File: src/hdl/ism_pkg.sv
// constants, offsets and state types for the input switch matrix
package ism_pkg;

    localparam int NUM_CH = 4;
    localparam int ADDR_W = 8;
    localparam int DATA_W = 32;
    localparam int LIMP_CNT_W = 16;

    // register byte offsets
    localparam logic [ADDR_W-1:0] OFS_CHAN_ON = 8'h00;
    localparam logic [ADDR_W-1:0] OFS_HW_CFG = 8'h04;
    localparam logic [ADDR_W-1:0] OFS_IN_STATE = 8'h08;
    localparam logic [ADDR_W-1:0] OFS_IRQ_STAT = 8'h0c;
    localparam logic [ADDR_W-1:0] OFS_IRQ_MASK = 8'h10;

    // field positions
    localparam int GATING_BIT = 0;
    localparam int LIMP_STAT_BIT = 4;
    localparam int IRQ_LIMP_BIT = 4;
    localparam int NUM_EVT = 5;

    // reset values
    localparam logic [NUM_CH-1:0] RST_CHAN_ON = 4'h0;
    localparam logic RST_GATING = 1'b0;
    localparam logic [NUM_EVT-1:0] RST_IRQ_MASK = 5'h00;

    // timing: a least time, so the cycle count rounds up
    localparam int CLK_PERIOD_NS = 40;
    localparam int LIMP_QUALIFY_TIME_NS = 10000;
    localparam int LIMP_QUALIFY_CYCLES = (LIMP_QUALIFY_TIME_NS + CLK_PERIOD_NS - 1) / CLK_PERIOD_NS;

    localparam logic [1:0] RESP_OKAY = 2'b00;
    localparam logic [1:0] RESP_SLVERR = 2'b10;

    typedef struct packed {
        logic [NUM_CH-1:0] ch_s1;
        logic [NUM_CH-1:0] ch_s2;
        logic fs_s1;
        logic fs_s2;
    } ism_sync_s;

    typedef struct packed {
        logic [LIMP_CNT_W-1:0] cnt;
        logic active;
    } ism_limp_s;

    typedef struct packed {
        logic aw_held;
        logic w_held;
        logic [ADDR_W-1:0] awaddr;
        logic [DATA_W-1:0] wdata;
        logic [3:0] wstrb;
        logic awready;
        logic wready;
        logic bvalid;
        logic [1:0] bresp;
        logic arready;
        logic rvalid;
        logic [1:0] rresp;
        logic [DATA_W-1:0] rdata;
        logic [NUM_CH-1:0] chan_on_bits;
        logic gating;
        logic [NUM_CH-1:0] pin_flags;
        logic [NUM_EVT-1:0] irq_stat;
        logic [NUM_EVT-1:0] irq_mask;
        logic [NUM_CH-1:0] pins_prev;
        logic limp_prev;
        logic [NUM_CH-1:0] chan_out;
        logic limp_out;
        logic irq;
    } ism_top_s;

endpackage : ism_pkg

File: src/hdl/ism_pin_if.sv
// synchronised pin levels and limp state shared between the matrix modules
`timescale 1ns/1ps
interface ism_pin_if;
    import ism_pkg::*;
    logic [NUM_CH-1:0] chan_in;
    logic fail_safe;
    logic limp;
    modport sync (output chan_in, output fail_safe);
    modport qual (input fail_safe, output limp);
    modport core (input chan_in, input fail_safe, input limp);
endinterface : ism_pin_if

File: src/hdl/ism_limp_qual.sv
// qualifies the fail-safe level before limp home mode is entered
`timescale 1ns/1ps
module ism_limp_qual #(
    parameter logic [ism_pkg::LIMP_CNT_W-1:0] QUAL_CYCLES = ism_pkg::LIMP_CNT_W'(ism_pkg::LIMP_QUALIFY_CYCLES)
) (
    input wire logic clk,
    input wire logic rst_n,
    ism_pin_if.qual pif
);
    import ism_pkg::*;

    ism_limp_s st_q;
    ism_limp_s st_d;

    // (RULE_07) continuous high required
    // any low sample restarts the count, so glitches never add up
    always_comb begin
        st_d = st_q;
        if (!pif.fail_safe) begin
            st_d.cnt = '0;
            st_d.active = 1'b0;
        end else if (st_q.cnt < QUAL_CYCLES) begin
            st_d.cnt = st_q.cnt + 1'b1;
        end else begin
            st_d.active = 1'b1;
        end
    end

    // (RULE_08) parameterised terminal count
    always_ff @(posedge clk) begin
        if (!rst_n) begin
            st_q <= '0;
        end else begin
            st_q <= st_d;
        end
    end

    assign pif.limp = st_q.active;

endmodule : ism_limp_qual

File: src/hdl/ism_sync.sv
// two-flop synchronisers for the channel-input and fail-safe pins
`timescale 1ns/1ps
module ism_sync (
    input wire logic clk,
    input wire logic rst_n,
    input wire logic [ism_pkg::NUM_CH-1:0] chan_raw,
    input wire logic fail_safe_raw,
    ism_pin_if.sync pif
);
    import ism_pkg::*;

    ism_sync_s st_q;
    ism_sync_s st_d;

    // first stage feeds only the second stage
    always_comb begin
        st_d = st_q;
        st_d.ch_s1 = chan_raw;
        st_d.ch_s2 = st_q.ch_s1;
        st_d.fs_s1 = fail_safe_raw;
        st_d.fs_s2 = st_q.fs_s1;
    end

    always_ff @(posedge clk) begin
        if (!rst_n) begin
            st_q <= '0;
        end else begin
            st_q <= st_d;
        end
    end

    assign pif.chan_in = st_q.ch_s2;
    assign pif.fail_safe = st_q.fs_s2;

endmodule : ism_sync

File: src/hdl/ism_top.sv
// input switch matrix: pins and software bits select the channels to switch on
//
// Overview of operation
// (RULE_01) channel-input pins switch channels in sleep, stand-by, ready and limp home.
// (RULE_02) gating select clear: channel on if software bit or pin high.
// (RULE_03) gating select set: channel on only if software bit and pin high.
// (RULE_04) gating select resets to zero, giving the OR combination.
// (RULE_05) limp home forces default combination; only pins switch channels.
// (RULE_06) per-input flag set when pin seen high, cleared by reading status.
// (RULE_07) limp home entered only after fail-safe pin high longer than qualify time.
// (RULE_08) pins synchronised; qualify time counted against a parameter terminal count.
`timescale 1ns/1ps
module ism_top #(
    parameter logic [ism_pkg::LIMP_CNT_W-1:0] LIMP_QUAL_CYCLES = ism_pkg::LIMP_CNT_W'(ism_pkg::LIMP_QUALIFY_CYCLES)
) (
    input wire logic CLOCK,
    input wire logic RESET_N,
    input wire logic [ism_pkg::NUM_CH-1:0] CHANNEL_INPUT_PIN,
    input wire logic FAIL_SAFE_PIN,
    output logic [ism_pkg::NUM_CH-1:0] CHANNEL_ON,
    output logic LIMP_ACTIVE,
    output logic IRQ,
    input wire logic [ism_pkg::ADDR_W-1:0] S_AXI_AWADDR,
    input wire logic [2:0] S_AXI_AWPROT,
    input wire logic S_AXI_AWVALID,
    output logic S_AXI_AWREADY,
    input wire logic [ism_pkg::DATA_W-1:0] S_AXI_WDATA,
    input wire logic [3:0] S_AXI_WSTRB,
    input wire logic S_AXI_WVALID,
    output logic S_AXI_WREADY,
    output logic [1:0] S_AXI_BRESP,
    output logic S_AXI_BVALID,
    input wire logic S_AXI_BREADY,
    input wire logic [ism_pkg::ADDR_W-1:0] S_AXI_ARADDR,
    input wire logic [2:0] S_AXI_ARPROT,
    input wire logic S_AXI_ARVALID,
    output logic S_AXI_ARREADY,
    output logic [ism_pkg::DATA_W-1:0] S_AXI_RDATA,
    output logic [1:0] S_AXI_RRESP,
    output logic S_AXI_RVALID,
    input wire logic S_AXI_RREADY
);
    import ism_pkg::*;

    ////////////////////////////////////////////////////////////////////////////////
    // pin conditioning

    ism_pin_if pins ();

    // (RULE_08) two-flop pin synchronisers
    ism_sync u_sync (
        .clk(CLOCK),
        .rst_n(RESET_N),
        .chan_raw(CHANNEL_INPUT_PIN),
        .fail_safe_raw(FAIL_SAFE_PIN),
        .pif(pins.sync)
    );

    // (RULE_07) fail-safe qualification
    ism_limp_qual #(
        .QUAL_CYCLES(LIMP_QUAL_CYCLES)
    ) u_limp (
        .clk(CLOCK),
        .rst_n(RESET_N),
        .pif(pins.qual)
    );

    ////////////////////////////////////////////////////////////////////////////////
    // helpers

    // address decode shared by the read and write paths
    function automatic logic addr_mapped(input logic [ADDR_W-1:0] a);
        addr_mapped = (a == OFS_CHAN_ON) || (a == OFS_HW_CFG) || (a == OFS_IN_STATE) ||
                      (a == OFS_IRQ_STAT) || (a == OFS_IRQ_MASK);
    endfunction : addr_mapped

    // channel combination matrix
    function automatic logic [NUM_CH-1:0] switch_matrix(
        input logic [NUM_CH-1:0] sw_bits,
        input logic [NUM_CH-1:0] pin_lvl,
        input logic gate_and,
        input logic limp
    );
        logic [NUM_CH-1:0] r;
        r = '0;
        if (limp) begin
            // (RULE_05) limp: pins only
            r = pin_lvl;
        end else if (gate_and) begin
            // (RULE_03) AND gating of pin
            r = sw_bits & pin_lvl;
        end else begin
            // (RULE_02) OR of bit and pin
            r = sw_bits | pin_lvl;
        end
        switch_matrix = r;
    endfunction : switch_matrix

    ////////////////////////////////////////////////////////////////////////////////
    // state

    ism_top_s st_q;
    ism_top_s st_d;

    logic aw_take;
    logic w_take;
    logic do_write;
    logic ar_take;
    logic rd_clears_flags;
    logic [NUM_CH-1:0] pin_rise;
    logic limp_rise;
    logic [NUM_EVT-1:0] evt;
    logic [NUM_EVT-1:0] w1c;
    logic [NUM_CH-1:0] flag_clear;

    always_comb begin
        st_d = st_q;
        aw_take = S_AXI_AWVALID && st_q.awready;
        w_take = S_AXI_WVALID && st_q.wready;
        ar_take = S_AXI_ARVALID && st_q.arready;
        w1c = '0;
        flag_clear = '0;
        rd_clears_flags = 1'b0;

        ////////////////////////////////////////////////////////////////////////
        // write channels: address and data may arrive in either order
        if (aw_take) begin
            st_d.aw_held = 1'b1;
            st_d.awaddr = S_AXI_AWADDR;
        end
        if (w_take) begin
            st_d.w_held = 1'b1;
            st_d.wdata = S_AXI_WDATA;
            st_d.wstrb = S_AXI_WSTRB;
        end
        do_write = st_d.aw_held && st_d.w_held && !st_q.bvalid;

        if (do_write) begin
            st_d.aw_held = 1'b0;
            st_d.w_held = 1'b0;
            st_d.bvalid = 1'b1;
            st_d.bresp = addr_mapped(st_d.awaddr) ? RESP_OKAY : RESP_SLVERR;
            // all fields live in byte lane 0
            if (st_d.wstrb[0]) begin
                case (st_d.awaddr)
                    OFS_CHAN_ON: begin
                        st_d.chan_on_bits = st_d.wdata[NUM_CH-1:0];
                    end
                    OFS_HW_CFG: begin
                        st_d.gating = st_d.wdata[GATING_BIT];
                    end
                    OFS_IRQ_STAT: begin
                        w1c = st_d.wdata[NUM_EVT-1:0];
                    end
                    OFS_IRQ_MASK: begin
                        st_d.irq_mask = st_d.wdata[NUM_EVT-1:0];
                    end
                    default: begin
                        w1c = '0;
                    end
                endcase
            end
        end else if (st_q.bvalid && S_AXI_BREADY) begin
            st_d.bvalid = 1'b0;
        end
        // only one write in flight; ready drops while a half is held or a response waits
        st_d.awready = !st_d.aw_held && !st_d.bvalid;
        st_d.wready = !st_d.w_held && !st_d.bvalid;

        ////////////////////////////////////////////////////////////////////////
        // read channel
        if (ar_take) begin
            st_d.rvalid = 1'b1;
            st_d.rresp = addr_mapped(S_AXI_ARADDR) ? RESP_OKAY : RESP_SLVERR;
            st_d.rdata = '0;
            case (S_AXI_ARADDR)
                OFS_CHAN_ON: begin
                    st_d.rdata[NUM_CH-1:0] = st_q.chan_on_bits;
                end
                OFS_HW_CFG: begin
                    st_d.rdata[GATING_BIT] = st_q.gating;
                end
                OFS_IN_STATE: begin
                    st_d.rdata[NUM_CH-1:0] = st_q.pin_flags;
                    st_d.rdata[LIMP_STAT_BIT] = st_q.limp_out;
                    rd_clears_flags = 1'b1;
                end
                OFS_IRQ_STAT: begin
                    st_d.rdata[NUM_EVT-1:0] = st_q.irq_stat;
                end
                OFS_IRQ_MASK: begin
                    st_d.rdata[NUM_EVT-1:0] = st_q.irq_mask;
                end
                default: begin
                    st_d.rdata = '0;
                end
            endcase
        end else if (st_q.rvalid && S_AXI_RREADY) begin
            st_d.rvalid = 1'b0;
        end
        st_d.arready = !st_d.rvalid;

        ////////////////////////////////////////////////////////////////////////
        // pin status flags
        if (rd_clears_flags) begin
            flag_clear = st_q.pin_flags;
        end
        // (RULE_06) set on high, clear on read
        // a pin still high in the read cycle sets the flag again: set wins
        st_d.pin_flags = (st_q.pin_flags & ~flag_clear) | pins.chan_in;

        ////////////////////////////////////////////////////////////////////////
        // interrupt events: pin rising edges and limp entry
        pin_rise = pins.chan_in & ~st_q.pins_prev;
        limp_rise = pins.limp && !st_q.limp_prev;
        evt = {limp_rise, pin_rise};
        st_d.pins_prev = pins.chan_in;
        st_d.limp_prev = pins.limp;
        st_d.irq_stat = (st_q.irq_stat & ~w1c) | evt;
        st_d.irq = |(st_d.irq_stat & st_d.irq_mask);

        ////////////////////////////////////////////////////////////////////////
        // channel drive
        // (RULE_01) pins act in every mode
        // the stored gating bit survives limp home; only its effect is suppressed
        st_d.chan_out = switch_matrix(st_q.chan_on_bits, pins.chan_in, st_q.gating, pins.limp);
        st_d.limp_out = pins.limp;
    end

    always_ff @(posedge CLOCK) begin
        if (!RESET_N) begin
            st_q <= '0;
            // (RULE_04) OR combination after reset
            st_q.gating <= RST_GATING;
            st_q.chan_on_bits <= RST_CHAN_ON;
            st_q.irq_mask <= RST_IRQ_MASK;
            st_q.awready <= 1'b1;
            st_q.wready <= 1'b1;
            st_q.arready <= 1'b1;
        end else begin
            st_q <= st_d;
        end
    end

    ////////////////////////////////////////////////////////////////////////////////
    // outputs, all straight from flops

    assign CHANNEL_ON = st_q.chan_out;
    assign LIMP_ACTIVE = st_q.limp_out;
    assign IRQ = st_q.irq;
    assign S_AXI_AWREADY = st_q.awready;
    assign S_AXI_WREADY = st_q.wready;
    assign S_AXI_BVALID = st_q.bvalid;
    assign S_AXI_BRESP = st_q.bresp;
    assign S_AXI_ARREADY = st_q.arready;
    assign S_AXI_RVALID = st_q.rvalid;
    assign S_AXI_RRESP = st_q.rresp;
    assign S_AXI_RDATA = st_q.rdata;

endmodule : ism_top

File: config.mk
export PLATFORM = sky130hd
export DESIGN_NAME = ism_top
export DESIGN_NICKNAME = d
export VERILOG_FILES = /design/src/hdl/ism_pkg.sv /design/src/hdl/ism_pin_if.sv /design/src/hdl/ism_limp_qual.sv /design/src/hdl/ism_sync.sv /design/src/hdl/ism_top.sv
export SDC_FILE = /design/constraint.sdc
export NUM_CORES = 1
export LEC_CHECK = 0
export BUFFER_PORTS_ARGS = -buffer_cell sky130_fd_sc_hd__buf_4
export CAP_MARGIN = 20
export CORE_MARGIN = 2
export CORE_UTILIZATION = 25
export CTS_BUF_LIST = sky130_fd_sc_hd__clkbuf_8 sky130_fd_sc_hd__clkbuf_16
export CTS_CLUSTER_DIAMETER = 150
export CTS_CLUSTER_SIZE = 10
export DETAILED_ROUTE_END_ITERATION = 10
export RECOVER_POWER = 50
export SLEW_MARGIN = 20
export SYNTH_ARGS = -nofsm -noshare
export SYNTH_HDL_FRONTEND = slang
export SYNTH_SLANG_ARGS = --single-unit
File: constraint.sdc
create_clock -name CLOCK -period 3.95 [get_ports CLOCK]
set_clock_uncertainty 0.15 [all_clocks]
set_input_delay 0 -clock CLOCK [delete_from_list [all_inputs] [get_ports CLOCK]]
set_output_delay 0 -clock CLOCK [all_outputs]
set_load 0.03 [all_outputs]
==> impl_metrics.json <==
{
  "synth-xor-area-share_pct": 1.46,
  "synth_top_family_by_area": "simple AND/OR/NAND/NOR gates",
  "ys_seq_area_share_pct": 46.9,
  "synth.distinct_cells": 52,
  "status": "finished, final reports clean",
  "ys_seq_elements": 84,
  "layout_common_cells": "dfxtp_1 (84), nand2_1 (35), conb_1 (29)",
  "grt_pass1_vias": 2561,
  "synthSimpleGateAreaFrac_pct": 20.6,
  "rows": 43,
  "via_per_inst": 4.30,
  "yosys-top-cells-area": "dfxtp_1 (47%), buf_4 (8.4%), and2_1 (4.5%)",
  "start_kind": "input pin",
  "dr.pass1.iters": 6,
  "finalSetupTns_ns": 0,
  "cp_data_required_time_ns": 4.01,
  "numCtsBuffers": 9,
  "yosysTopAreaCell": "dfxtp_1",
  "slew_headroom_pct": 34.8,
  "crit_path_max_fanout": 5,
  "fp.dieW_um": 124,
  "finalCritPeriodShare_pct": 80.4,
  "multi_input_area_um2": 1640,
  "cts_tree": "built",
  "synth_mux_area_share_pct": 5.23,
  "vias": 2671,
  "synth-adder-area-share_pct": 0.349,
  "hold_viol_final": 0,
  "antenna_cells": 0,
  "synth_area_um2": 3590,
  "dieArea_um2": 15300,
  "arrival_ns": 3.24,
  "syn_avg_cell_area_um2": 9.59,
  "maxCapViolCount": 0,
  "finalWirelength_um": 7690,
  "slew_viol_final": 0,
  "final_common_cell": "dfxtp_1",
  "cts.path.max_buffers": 2,
  "yosysWarnings": 0,
  "cts_hold_buf": 23,
  "endpoint_kind": "flop",
  "final_nets": 507,
  "area_delta_synth_final_pct": 22.3,
  "min_period_ns": 3.18,
  "synth-edff-count": 0,
  "max_freq_mhz": 315,
  "crit_type": "input pin to flop",
  "gp_congestion": 0.832,
  "clkLatencyLatePin_ns": 0.33,
  "min_path_type": "input pin to flop",
  "fillers": 1455,
  "dr.first_iter.drc_count": 89,
  "rsz0062_at_grt": "false",
  "async_reset_ff_share_pct": 0,
  "ir_drop_mv": 0.172,
  "htreeDepth": 3,
  "cts.sinks": 84,
  "p_per_area_nw_per_um2": 432,
  "grt_overflow": 0,
  "cts_resized": 0,
  "drc": 0,
  "start_util_pct": 25.7,
  "setup_viol": 0,
  "place_hpwl_um": 5520,
  "drive_above_1_share_pct": 13.6,
  "synthFlopType": "dfxtp_1",
  "final_core_util_pct": 31.5,
  "ios": 117,
  "synth_compound_area_share_pct": 15.0,
  "seqCellArea_um2": 1680,
  "p_leak_nw": 1.76,
  "ctsRootBufferMaster": "clkbuf_16",
  "fin_hold_ws_ns": 0.0106,
  "grt_max_degree": 72,
  "port_buffers": 51,
  "synth_top_area_share_pct": 46.9,
  "antenna_found_initial": 0,
  "antenna_left": 0,
  "cts_setup_buffers": 0,
  "grt_pass1_wl_um": 12300,
  "wl_per_cell_um": 12.4,
  "die_y_um": 124,
  "grt.total_usage_pct": 10.4,
  "synthCells": 374,
  "clk_pin_slew_ns": 0.06,
  "tightest_slew_ns": 0.971,
  "core_um2": 13900
}
-- cell type report --
class | instances | area share (%)
clock inverters | 6 | 0.742
flip-flops and latches | 84 | 38.3
repair buffers | 74 | 12.4
inverters | 6 | 0.514
clock buffers | 10 | 5.45
well taps | 180 | 5.14
multi-input cells | 261 | 37.4
-- per-layer routing --
layer	routed length, um	vias up	track usage (%)
met5	0	-	0
met2	3710	71	17.1
met3	355	8	2.84
met4	114	0	4.40
li1	-	1356	-
met1	3520	1236	12.8
-- where the power goes --
| part | switching [W] | internal, W | leakage (nW) | total, W |
|---|---|---|---|---|
| clock | 0.000321 | 0.000436 | 0.137 | 0.000757 |
| sequential | 0.0000228 | 0.000883 | 0.685 | 0.000906 |
| combinational | 0.000143 | 0.0000888 | 0.939 | 0.000232 |
-- Yosys cell counts, types with 6 or more instances --
cell	number
a21boi_0	15
a21oi_1	14
and2_1	26
and3_1	11
buf_4	40
clkbuf_1	10
dfxtp_1	84
inv_1	6
mux2i_1	12
nand2_1	35
nor2_1	16
nor2b_1	18
o21ai_0	13
-- per-stage QoR --
step	area (um2)	instances	setup WS (ns)	power, W
6_report	4390	621	0.773	0.00190
5_1_grt	4390	621	0.662	0.00198
4_1_cts	4450	621	0.767	0.00193
3_5_place_dp	3950	582	0.871	0.00115
3_3_place_gp	3950	582	0.860	0.00114
2_1_floorplan	3690	402	1.11	0.00110
-- logic make-up after synthesis --
| family | Yosys count |
|---|---|
| other cells | 1 |
| simple gates | 134 |
| xor+xnor | 6 |
| buf+inv | 57 |
| fa+ha+maj | 1 |
| mux | 17 |
| compound gates | 74 |
| flops | 84 |
-- flip-flops by register name (all words and copies together), names as in the netlist, 4 cells and up --
name                flops
u_sync.pif.chan_in      4
CHANNEL_ON              4
st_q                   39
u_limp.st_q            16
u_sync.st_d             5
S_AXI_RDATA             5
-- path summary, 6_finish.rpt --
check	from	end	slack, ns	cells after the start
setup / recovery	S_AXI_AWADDR[0]	IRQ$_SDFF_PN0_	0.77	8
hold / removal	RESET_N	S_AXI_AWREADY$_SDFF_PN1_	0.01	2
setup reg to reg	S_AXI_AWREADY$_SDFF_PN1_	IRQ$_SDFF_PN0_	0.86	6
hold reg to reg	u_sync.st_d[5]$_SDFF_PN0_	u_sync.pif.chan_in[3]$_SDFF_PN0_	0.28	1
-- worst max-delay path, cell delays in order --
cell and delay [ns]:
dlygate4sd3_1 0.54, buf_4 0.14, or4_4 0.53, or4_4 0.52
a2111oi_4 0.63, mux2i_1 0.29, a21oi_1 0.08, o41a_2 0.50
No activity file was read; power rests on OpenSTA's default activity.
